$ cat src/include/pew_pkg.sv
// constants and types shared by the page-write memory controller
package pew_pkg;
  localparam int CLK_MHZ = 100;
  localparam int ADDR_W = 11;
  localparam int DATA_W = 8;
  localparam int PAGE_BYTES = 16;
  localparam int PAGE_LSB = 4;
  localparam int POLL_BIT = 7;
  // byte load spacing limit, microseconds
  localparam int LOAD_WINDOW_US = 20;
  // host keeps its spacing well inside the window
  localparam int LOAD_GAP_US = 10;
  localparam int LOAD_GAP_CYC = LOAD_GAP_US * CLK_MHZ;
  // strobe pulse widths, nanoseconds (well above the noise filter limit)
  localparam int NOISE_NS = 10;
  localparam int STROBE_NS = 100;
  localparam int STROBE_CYC = (STROBE_NS + 9) / 10;
  localparam int SETUP_CYC = 2;
  localparam int READ_CYC = 15;
  // programming time, microseconds, and poll timeout
  localparam int PROG_US = 5000;
  localparam int POLL_TIMEOUT_US = 20000;
  localparam int POLL_TIMEOUT_CYC = POLL_TIMEOUT_US * CLK_MHZ;
  typedef enum logic [2:0] {
    PEW_IDLE = 3'b000,
    PEW_SETUP = 3'b001,
    PEW_STROBE = 3'b010,
    PEW_HOLD = 3'b011,
    PEW_GAP = 3'b100,
    PEW_POLL = 3'b101,
    PEW_DONE = 3'b110
  } pew_state_e;
endpackage : pew_pkg

$ cat src/include/pew_tmr_if.sv
// timer request and expiry between controller and its counter
`timescale 1ns/1ps
interface pew_tmr_if;
  logic load;
  logic [31:0] count;
  logic expired;
  modport ctl (output load, output count, input expired);
  modport tmr (input load, input count, output expired);
endinterface : pew_tmr_if

$ cat src/hdl/pew_timer.sv
// down counter that flags when a loaded interval has run out
`timescale 1ns/1ps
module pew_timer
  import pew_pkg::*;
(
  input wire logic clk,
  input wire logic rst_n,
  pew_tmr_if.tmr t
);
  logic [31:0] remaining;

  // load takes priority so back-to-back intervals never merge
  always_ff @(posedge clk or negedge rst_n)
  begin
    if (!rst_n)
      remaining <= 32'h0;
    else if (t.load)
      remaining <= t.count;
    else if (remaining != 32'h0)
      remaining <= remaining - 32'h1;
  end

  // expiry ignores load: load comes from the next state, which itself reads expiry
  assign t.expired = (remaining == 32'h0);
endmodule : pew_timer

$ cat src/hdl/pew_host.sv
// host controller: byte, page write, completion poll and read of the memory
`timescale 1ns/1ps
module pew_host
  import pew_pkg::*;
#(
  parameter int POLL_TIMEOUT = POLL_TIMEOUT_CYC,
  parameter int LOAD_GAP = LOAD_GAP_CYC
)
(
  input wire logic clk,
  input wire logic rst_n,
  input wire logic req_valid,
  output logic req_ready,
  input wire logic req_write,
  input wire logic [ADDR_W-1:0] req_addr,
  input wire logic [DATA_W-1:0] req_data,
  input wire logic req_last,
  output logic rsp_valid,
  output logic [DATA_W-1:0] rsp_data,
  output logic rsp_timeout,
  output logic device_select_n,
  output logic output_drive_n,
  output logic write_strobe_n,
  output logic [ADDR_W-1:0] address_lines,
  output logic [DATA_W-1:0] data_lines_out,
  output logic data_lines_oe,
  input wire logic [DATA_W-1:0] data_lines_in
);
  pew_state_e state;
  pew_state_e next_state;
  pew_tmr_if tif ();
  logic is_write;
  logic in_page;
  logic [4:0] page_count;
  logic [ADDR_W-1:PAGE_LSB] page_tag;
  logic [DATA_W-1:0] last_data;
  logic [ADDR_W-1:0] last_addr;
  logic [31:0] poll_cnt;
  logic poll_phase;
  logic same_page;

  pew_timer u_tmr (
    .clk(clk),
    .rst_n(rst_n),
    .t(tif)
  );

  // a new write joins the open page only while room and tag match
  assign same_page = in_page && (req_addr[ADDR_W-1:PAGE_LSB] == page_tag)
                     && (page_count < 5'(PAGE_BYTES));
  // requests taken in idle, or in the load gap for a further page byte
  assign req_ready = (state == PEW_IDLE) || (state == PEW_GAP && req_valid && req_write && same_page);

  // state sequencing
  always_comb
  begin
    next_state = state;
    case (state)
      PEW_IDLE:
        if (req_valid)
          next_state = PEW_SETUP;
      PEW_SETUP:
        if (tif.expired)
          next_state = PEW_STROBE;
      PEW_STROBE:
        if (tif.expired)
          next_state = PEW_HOLD;
      PEW_HOLD:
        if (tif.expired)
          next_state = !is_write ? PEW_DONE : PEW_GAP;
      PEW_GAP:
        if (req_ready)
          next_state = PEW_SETUP;
        else if (tif.expired || req_valid || (page_count == 5'(PAGE_BYTES)))
          next_state = PEW_POLL;
      PEW_POLL:
        if (poll_phase && tif.expired && (data_lines_in[POLL_BIT] == last_data[POLL_BIT]))
          next_state = PEW_DONE;
        else if (poll_cnt >= 32'(POLL_TIMEOUT))
          next_state = PEW_DONE;
      PEW_DONE:
        next_state = PEW_IDLE;
      default:
        next_state = PEW_IDLE;
    endcase
  end

  always_ff @(posedge clk or negedge rst_n)
  begin
    if (!rst_n)
      state <= PEW_IDLE;
    else
      state <= next_state;
  end

  // timer loads on entry to each timed phase
  always_comb
  begin
    tif.load = 1'b0;
    tif.count = 32'h0;
    if (state != next_state || (state == PEW_POLL && tif.expired))
    begin
      case (next_state)
        PEW_SETUP: begin tif.load = 1'b1; tif.count = 32'(SETUP_CYC); end
        PEW_STROBE: begin tif.load = 1'b1; tif.count = is_write || (req_ready && req_write)
                      ? 32'(STROBE_CYC) : 32'(READ_CYC); end
        PEW_HOLD: begin tif.load = 1'b1; tif.count = 32'(SETUP_CYC); end
        PEW_GAP: begin tif.load = 1'b1; tif.count = 32'(LOAD_GAP); end // restarts per byte
        PEW_POLL: begin tif.load = 1'b1; tif.count = 32'(READ_CYC); end
        default: begin tif.load = 1'b0; tif.count = 32'h0; end
      endcase
    end
  end

  // capture request and track the open page
  always_ff @(posedge clk or negedge rst_n)
  begin
    if (!rst_n)
    begin
      is_write <= 1'b0;
      in_page <= 1'b0;
      page_count <= 5'h0;
      page_tag <= '0;
      last_data <= 8'h0;
      last_addr <= 11'h0;
      address_lines <= 11'h0;
      data_lines_out <= 8'h0;
    end
    else if (req_valid && req_ready)
    begin
      is_write <= req_write;
      address_lines <= req_addr;
      data_lines_out <= req_data;
      if (req_write)
      begin
        last_data <= req_data;
        last_addr <= req_addr;
        page_tag <= req_addr[ADDR_W-1:PAGE_LSB];
        page_count <= (state == PEW_GAP) ? page_count + 5'h1 : 5'h1;
        in_page <= !req_last;
      end
    end
    else if (state == PEW_GAP && next_state == PEW_POLL)
    begin
      in_page <= 1'b0;
      address_lines <= last_addr; // poll the last byte written
    end
  end

  // poll phase toggles between settle intervals and read samples, output drive held low throughout
  always_ff @(posedge clk or negedge rst_n)
  begin
    if (!rst_n)
    begin
      poll_phase <= 1'b0;
      poll_cnt <= 32'h0;
    end
    else if (state != PEW_POLL)
    begin
      poll_phase <= 1'b0;
      poll_cnt <= 32'h0;
    end
    else
    begin
      poll_cnt <= poll_cnt + 32'h1; // no programming step from host, only waiting
      if (tif.expired)
        poll_phase <= !poll_phase;
    end
  end

  // pins: write strobe only in strobe phase of a write, data driven from setup through hold of a write
  always_ff @(posedge clk or negedge rst_n)
  begin
    if (!rst_n)
    begin
      device_select_n <= 1'b1;
      output_drive_n <= 1'b1;
      write_strobe_n <= 1'b1;
      data_lines_oe <= 1'b0;
    end
    else
    begin
      device_select_n <= !(next_state == PEW_SETUP || next_state == PEW_STROBE
                           || next_state == PEW_HOLD || (next_state == PEW_POLL));
      write_strobe_n <= !(next_state == PEW_STROBE && (is_write || (req_ready && req_write)));
      output_drive_n <= !((next_state == PEW_STROBE && !(is_write || (req_ready && req_write)))
                          || (next_state == PEW_POLL));
      data_lines_oe <= (next_state == PEW_SETUP || next_state == PEW_STROBE || next_state == PEW_HOLD)
                       && (is_write || (req_ready && req_write));
    end
  end

  // response: read data sampled at end of read strobe
  always_ff @(posedge clk or negedge rst_n)
  begin
    if (!rst_n)
    begin
      rsp_valid <= 1'b0;
      rsp_data <= 8'h0;
      rsp_timeout <= 1'b0;
    end
    else
    begin
      rsp_valid <= 1'b0;
      if (state == PEW_STROBE && tif.expired && !is_write)
        rsp_data <= data_lines_in;
      if (state == PEW_POLL && next_state == PEW_DONE)
      begin
        rsp_valid <= 1'b1; // inverted bit 7 keeps polling going
        rsp_timeout <= (poll_cnt >= 32'(POLL_TIMEOUT));
        rsp_data <= data_lines_in;
      end
      else if (state == PEW_HOLD && next_state == PEW_DONE)
      begin
        rsp_valid <= 1'b1;
        rsp_timeout <= 1'b0;
      end
    end
  end

  // pin and response guards on what the controller drives
  chk_strobe_no_read: assert property (@(posedge clk) disable iff (!rst_n)
    !(!write_strobe_n && !output_drive_n)) else $error("strobe and output drive low together");
  chk_oe_in_read: assert property (@(posedge clk) disable iff (!rst_n)
    !(data_lines_oe && !output_drive_n)) else $error("host drives data during read");
  chk_select_gates: assert property (@(posedge clk) disable iff (!rst_n)
    (!write_strobe_n || !output_drive_n) |-> !device_select_n) else $error("strobe without select");
  chk_strobe_width: assert property (@(posedge clk) disable iff (!rst_n)
    $fell(write_strobe_n) |-> !write_strobe_n[*2]) else $error("write strobe too short");
  chk_data_held: assert property (@(posedge clk) disable iff (!rst_n)
    $rose(write_strobe_n) |-> data_lines_oe && $stable(data_lines_out)) else $error("data not held at rise");
  chk_addr_stable: assert property (@(posedge clk) disable iff (!rst_n)
    !write_strobe_n |-> $stable(address_lines)) else $error("address moved during strobe");
  chk_page_bound: assert property (@(posedge clk) disable iff (!rst_n)
    page_count <= 5'(PAGE_BYTES)) else $error("page over sixteen bytes");
  // a finished poll must hand back the true bit 7 of the byte written
  chk_poll_done: assert property (@(posedge clk) disable iff (!rst_n)
    (rsp_valid && !rsp_timeout && $past(state == PEW_POLL))
    |-> rsp_data[POLL_BIT] == last_data[POLL_BIT]) else $error("poll ended on inverted bit");
endmodule : pew_host

$ cat config.mk
export PLATFORM = sky130hd
export DESIGN_NAME = pew_host
export DESIGN_NICKNAME = d
export VERILOG_FILES = /design/src/include/pew_pkg.sv /design/src/include/pew_tmr_if.sv /design/src/hdl/pew_timer.sv /design/src/hdl/pew_host.sv
export SDC_FILE = /design/constraint.sdc
export NUM_CORES = 1
export LEC_CHECK = 0
export ABC_AREA = 1
export BUFFER_PORTS_ARGS = -buffer_cell sky130_fd_sc_hd__clkbuf_2
export CORE_MARGIN = 2
export CORE_UTILIZATION = 40
export DETAILED_ROUTE_END_ITERATION = 16
export PLACE_DENSITY = 0.57
export RECOVER_POWER = 50
export SYNTH_ARGS = -nofsm -noshare
export SYNTH_HDL_FRONTEND = slang
export SYNTH_SLANG_ARGS = --single-unit
$ cat constraint.sdc
create_clock -name clk -period 2.17 [get_ports clk]
set_input_delay 0.434 -clock clk [delete_from_list [all_inputs] [get_ports clk]]
set_output_delay 0.434 -clock clk [all_outputs]
set_load 0.05 [all_outputs]
# Word-level counts from Yosys, hierarchy flattened

Cells that the tools add are included.

Add/sub/neg operators: 3
Magnitude comparators: 2
Eq/ne operators: 17
Muxes and demuxes: 32
Reductions and logical operators: 46

Operators by type and width:

| operator                | count |
|---|---|
| $mux W32                | 3 |
| $pmux W10 S4            | 1 |
| $add A32 B1 Y32 const B | 1 |
| $ge A32 B21 Y1 const B  | 1 |
| $logic_not A32 Y1       | 1 |
| $reduce_bool A32 Y1     | 1 |
| $sub A32 B1 Y32 const B | 1 |
| $mux W3                 | 9 |
| $mux W11                | 2 |
| $logic_and A1 B1 Y1     | 18 |
| $pmux W3 S6             | 1 |
| $mux W8                 | 2 |
| $eq A3 B3 Y1 const B    | 5 |
| $eq A3 B2 Y1 const B    | 4 |
| $mux W1                 | 11 |
| $mux W10                | 1 |
| $reduce_bool A2 Y1      | 5 |
| $logic_or A1 B1 Y1      | 9 |
| $eq A7 B7 Y1            | 1 |
| $logic_not A1 Y1        | 7 |
| $eq A3 B1 Y1 const B    | 2 |
| $add A5 B1 Y5 const B   | 1 |
| $eq A5 B5 Y1 const B    | 1 |
| $lt A5 B5 Y1 const B    | 1 |
| 10 further kinds        | 11 |

Register bits: 134
Input port bits: 32
Logic and storage cells: 119

# Depth between registers and ports, before layout

Word-level depth: 12
Depth in mapped cells: 19
Mapped depth without buffers: 19

# Cells and area by module

Synthesis repeated with hierarchy kept, for this count alone.

Cell total of the unflattened synthesis: 882
Area total of the unflattened synthesis: 6737.7 µm²

By module, submodules not included:

| module    | instances | cells an instance | area each (µm²) |
|---|---|---|---|
| pew_host  | 1         | 555               | 4538.1 |
| pew_timer | 1         | 327               | 2199.6 |

# Worst setup path after synthesis

Ideal clock, no wire load.

Path type: reg2reg
Start: reg state[0]
End: reg address_lines[10]
Library setup time: 0.135 ns
Arrival: 2.179 ns
Required time: 2.035 ns
Slack: -0.144 ns
Cell stages (with the launch flop): 13
Buffers on the path: 2
Cells stage by stage: dfrtp_1 nor3_2 nand3_1 nor2_1 nand2_1 nand2_1 nand2_1 clkbuf_1 nand2_1 inv_1 buf_2 nand2_1 o211ai_1

Word-level cells in the longest chain between the ends: 10
Elaborated cells between the ends (all ways): 24

RTL lines:

| what                                | line            | RTL |
|---|---|---|
| from (decl)                         | pew_host.sv:29  | `pew_state_e state;` |
| from (signal assigned)              | pew_host.sv:93  | `state <= next_state;` |
| $eq A3 B3 Y1                        | pew_host.sv:52  | `assign req_ready = (state == PEW_IDLE) \|\| (state == PEW_GAP && req_valid && req_write && same_page);` |
| $logic_and A1 B1 Y1 (3 in series)   | pew_host.sv:52  |  |
| $logic_or A1 B1 Y1 *                | pew_host.sv:52  |  |
| named net req_ready                 | pew_host.sv:13  | `output logic req_ready,` |
| $mux W3                             | pew_host.sv:72  | `if (req_ready)` |
| $pmux W3 S6                         | pew_host.sv:58  | `case (state)` |
| $eq A3 B3 Y1                        | pew_host.sv:143 | `else if (state == PEW_GAP && next_state == PEW_POLL)` |
| $logic_and A1 B1 Y1                 | pew_host.sv:143 |  |
| $reduce_bool A2 Y1 (no source line) | n/a             |  |
| to (signal assigned)                | pew_host.sv:132 | `address_lines <= req_addr;` |
| to (signal assigned)                | pew_host.sv:146 | `address_lines <= last_addr;` |
| to (decl)                           | pew_host.sv:24  | `output logic [ADDR_W-1:0] address_lines,` |

Mark *: on every way through the listed nets, which the timed path passes. The rest lies on a longest branch.
A chain may end at the register's enable or synchronous reset.

# Worst setup path after layout

Start: reg u_tmr.remaining[8]
End: reg u_tmr.remaining[2]

Word-level cells in the longest chain between the ends: 11
Elaborated cells between the ends (all ways): 29

RTL lines:

| what                                                                  | line            | RTL |
|---|---|---|
| from (decl)                                                           | pew_timer.sv:10 | `logic [31:0] remaining;` |
| from (signal assigned)                                                | pew_timer.sv:18 | `remaining <= t.count;` |
| from (signal assigned)                                                | pew_timer.sv:20 | `remaining <= remaining - 32'h1;` |
| $logic_not A32 Y1 *                                                   | pew_timer.sv:24 | `assign t.expired = (remaining == 32'h0);` |
| $logic_or A1 B1 Y1 (2 in series)                                      | pew_host.sv:74  | `else if (tif.expired \|\| req_valid \|\| (page_count == 5'(PAGE_BYTES)))` |
| $mux W3                                                               | pew_host.sv:74  |  |
| $mux W3                                                               | pew_host.sv:72  |  |
| $pmux W3 S6 *                                                         | pew_host.sv:58  |  |
| named net next_state[0]                                               | pew_host.sv:30  | `pew_state_e next_state;` |
| $eq A3 B1 Y1 (tied with other cells)                                  | pew_host.sv:103 | `case (next_state)` |
| $reduce_or A2 Y1 (no source line) or $reduce_or A5 Y1 (tied branches) | n/a             |  |
| $pmux W10 S4 or $mux W1 (tied branches)                               | pew_host.sv:103 |  |
| $mux W10 or $mux W1 (tied branches)                                   | pew_host.sv:101 | `if (state != next_state \|\| (state == PEW_POLL && tif.expired))` |
| $mux W32 or $reduce_bool A2 Y1 (tied branches)                        | n/a             |  |

Marked as above.

==> flow_metrics.env <==
export IMPL_max_cap_violations=0
export IMPL_syn_area_per_cell_um2=8.14
export IMPL_fmax_ghz=0.430
export IMPL_ys_ff_latch=120
export IMPL_hold_ws_ns=0.214
export IMPL_synth_cells=773
export IMPL_dieArea_um2=16700
export IMPL_num_rows=45
export IMPL_initial_core_util=0.412
export IMPL_period_needed_ns=2.33
export IMPL_numCtsBuffers=17
export IMPL_grt_max_degree=49
export IMPL_max_stage_delay_ns=0.39
export IMPL_drc=0
export IMPL_fin_area_um2=9010
export IMPL_slew_headroom=0.456
export IMPL_grt_pass1_wl_um=26700
export IMPL_slowest_stage="dfrtp_1"
export IMPL_io_pins=66
export IMPL_finalWeightedCongestion=0.836
export IMPL_worst_ep_arrival_time_ns=2.63
export IMPL_drive_gt1_frac=0.375
export IMPL_ys_top_cells_by_area="dfrtp_1 (47%), nand2_1 (11%), inv_1 (6.0%)"
export IMPL_dp_final_hpwl_um=11300
export IMPL_yosysTopAreaCell="dfrtp_1"
export IMPL_core_area_um2=15300
export IMPL_antenna_found_initial=0
export IMPL_fin_crit_sh=1.07
export IMPL_hold_violations=0
export IMPL_die_y_um=129
export IMPL_p_per_area_nw_per_um2=1330
export IMPL_grt_pass1_vias=5838
export IMPL_ys_types=44
export IMPL_final_util=0.591
export IMPL_clock_latency_ns=0.41
export IMPL_setup_tns_ns=-4.38
export IMPL_routed_via_density=4.78
export IMPL_cp_max_fo=6
export IMPL_path_buf_inv=4
export IMPL_placed_cell_area_um2=7810
export IMPL_status="finished with violations"
export IMPL_cellLeakagePower_nw=4.48
export IMPL_syn_nets=810
export IMPL_hold_path_class="in -> reg"
export IMPL_dr_total_vias=5864
export IMPL_io_buffers=65
export IMPL_ctsHtreeMaxLevel=4
export IMPL_dr_pass1_iters=4
export IMPL_rsz0062_at_grt="yes"
export IMPL_crit_chain="nor2_2 > nand2_1 > nor2_2 > nand2_2 > nor2_8 > nand2_4 > nand2_2 > inv_2 > nor2_4 > nand3_4 > inv_2 > nand2_2 > nand2_2 > nand2_4 > buf_4 > nand2_1 > nand2_1 > nand2_1 > inv_1"
export IMPL_irDropWorstVdd_v=0.000750
export IMPL_grt_overflow=0
export IMPL_die_x_um=129
export IMPL_final_cell_mix="nand2_1 (156), buf_4 (145), dfrtp_1 (117)"
export IMPL_wl_um=16600
export IMPL_drtAntennaViolNets=0
export IMPL_cts_tree="done"
export IMPL_worst_slew_pin_slew_ns=0.816
export IMPL_grt_total_usage=0.202
export IMPL_setup_violations=46
export IMPL_ys_seq_area_frac=0.478
export IMPL_fin_ws_ns=-0.156
export IMPL_cp_start_kind="flip-flop"
export IMPL_yosysWarningCount=0
export IMPL_slew_violations=0
export IMPL_area_growth_pct=43.3
export IMPL_drt_iter0_drc=305
export IMPL_end_kind="flip-flop"
export IMPL_post_drt_wl_per_cell_um=13.5
export IMPL_yosysTopAreaCellShare=0.465
export IMPL_root_buffer="clkbuf_16"
export IMPL_netlist_area_um2=6290
export IMPL_fin_nets=1039
export IMPL_violations="setup timing"
export IMPL_setup_worst_path_class="reg -> reg"
export IMPL_clock_sinks=120
export IMPL_cts_buffer_depth=2
export IMPL_skew_ns=0.00996
export IMPL_crit_family="simple AND/OR/NAND/NOR gates"
export IMPL_clk_pin_slew_worst_paths_ns=0.06
export IMPL_cp_required_ns=2.48
export IMPL_insertedDiodeCount=0
export IMPL_layout_commonest_cell="nand2_1"
[flip-flops by register name (all words and copies together), names as in the netlist, 3 cells and up]
register,count
address_lines,11
data_lines_out,8
last_addr,4
page_count,5
page_tag,7
poll_cnt,32
rsp_data,8
state,3
u_tmr.remaining,32
[stage by stage]
| step | setup WS (ns) | power (mW) | cells |
|---|---|---|---|
| after floorplan | 0.00641 | 6.59 | 773 |
| after global placement | -0.159 | 8.28 | 1162 |
| after detailed placement | -0.193 | 8.41 | 1162 |
| after CTS | -0.107 | 11.6 | 1205 |
| after global routing | -0.315 | 12.8 | 1226 |
| final | -0.156 | 12.0 | 1226 |
[final timing paths]
check / from / endpoint / slack [ns] / cells after the start
max: u_tmr.remaining[8]$_DFFE_PN0P_ / u_tmr.remaining[2]$_DFFE_PN0P_ / -0.16 / 19
min: req_data[2] / data_lines_out[2]$_DFFE_PN0P_ / 0.21 / 3
max reg2reg: u_tmr.remaining[8]$_DFFE_PN0P_ / u_tmr.remaining[2]$_DFFE_PN0P_ / -0.16 / 19
min reg2reg: data_lines_out[2]$_DFFE_PN0P_ / data_lines_out[2]$_DFFE_PN0P_ / 0.48 / 2
max in group asynchronous: rst_n / data_lines_out[7]$_DFFE_PN0P_ / 0.29 / 3
min in group asynchronous: rst_n / rsp_data[6]$_DFFE_PN0P_ / 0.64 / 2
[cells in the mapped netlist, drive strengths merged]
cell / n
nand2: 187
nor2: 119
dfrtp: 117
inv: 110
nand3: 35
o21ai: 33
nor3: 29
xor2: 28
a21oi: 24
o22ai: 12
xnor2: 12
o211ai: 11
nand4: 9
clkbuf: 8
nor4: 7
buf: 5
ha: 5
or2: 4
a31oi: 3
dfstp: 3
a311oi: 2
nor3b: 2
o21a: 2
a41oi: 1
and3: 1
clkinv: 1
nand3b: 1
o31ai: 1
o41ai: 1
[logic make-up after synthesis]
family                   Yosys count  share of synthesized area
AO/OA/AOI/OAI                     90                     0.0843
XOR/XNOR                          40                     0.0557
adder cells (fa/ha/maj)            5                    0.00994
buffers and inverters            124                     0.0774
flip-flops                       120                      0.478
AND/OR/NAND/NOR                  394                      0.295
[routing by layer]
metal	global-route usage	up-vias	part of all wire
met4	0.0633	0	0.010
met1	0.253	2848	0.45
li1	-	2930	-
met3	0.0508	15	0.025
met5	0	-	0
met2	0.343	71	0.51
[final cells by class]
type,instances,area (µm²)
Clock buffer,20,447
Clock inverter,12,151
Fill cell,1338,6250
Inverter,111,432
Multi-Input combinational cell,529,3150
Sequential cell,120,3010
Tap cell,211,264
Timing Repair Buffer,222,1560
Timing Repair inverter,1,7.51
[tightest hold or removal path: cells and delay by family]
kind | cells | cell delay (ns)
AND/OR/NAND/NOR | 2 | 0.08
buffers and inverters | 1 | 0.07
[timing repair]
action / 4_1_cts / 5_1_grt
buffers inserted: 9 / 21
resized for setup: 52 / 63
endpoints found under the setup margin: 49 / 76
pin swaps: 21 / 23
endpoints found under the hold margin: 12 / 0
hold buffers: 1 / 0
gates cloned: 1 / 1
[power by group]
part	leakage [nW]	total (mW)	internal [mW]	switching [mW]
combinational	2.63	5.90	2.38	3.52
sequential	1.56	3.26	2.87	0.398
clock	0.290	2.85	1.83	1.02
total	4.48	12.0	7.08	4.94
Note: power is estimated with default switching activity, not from simulation.
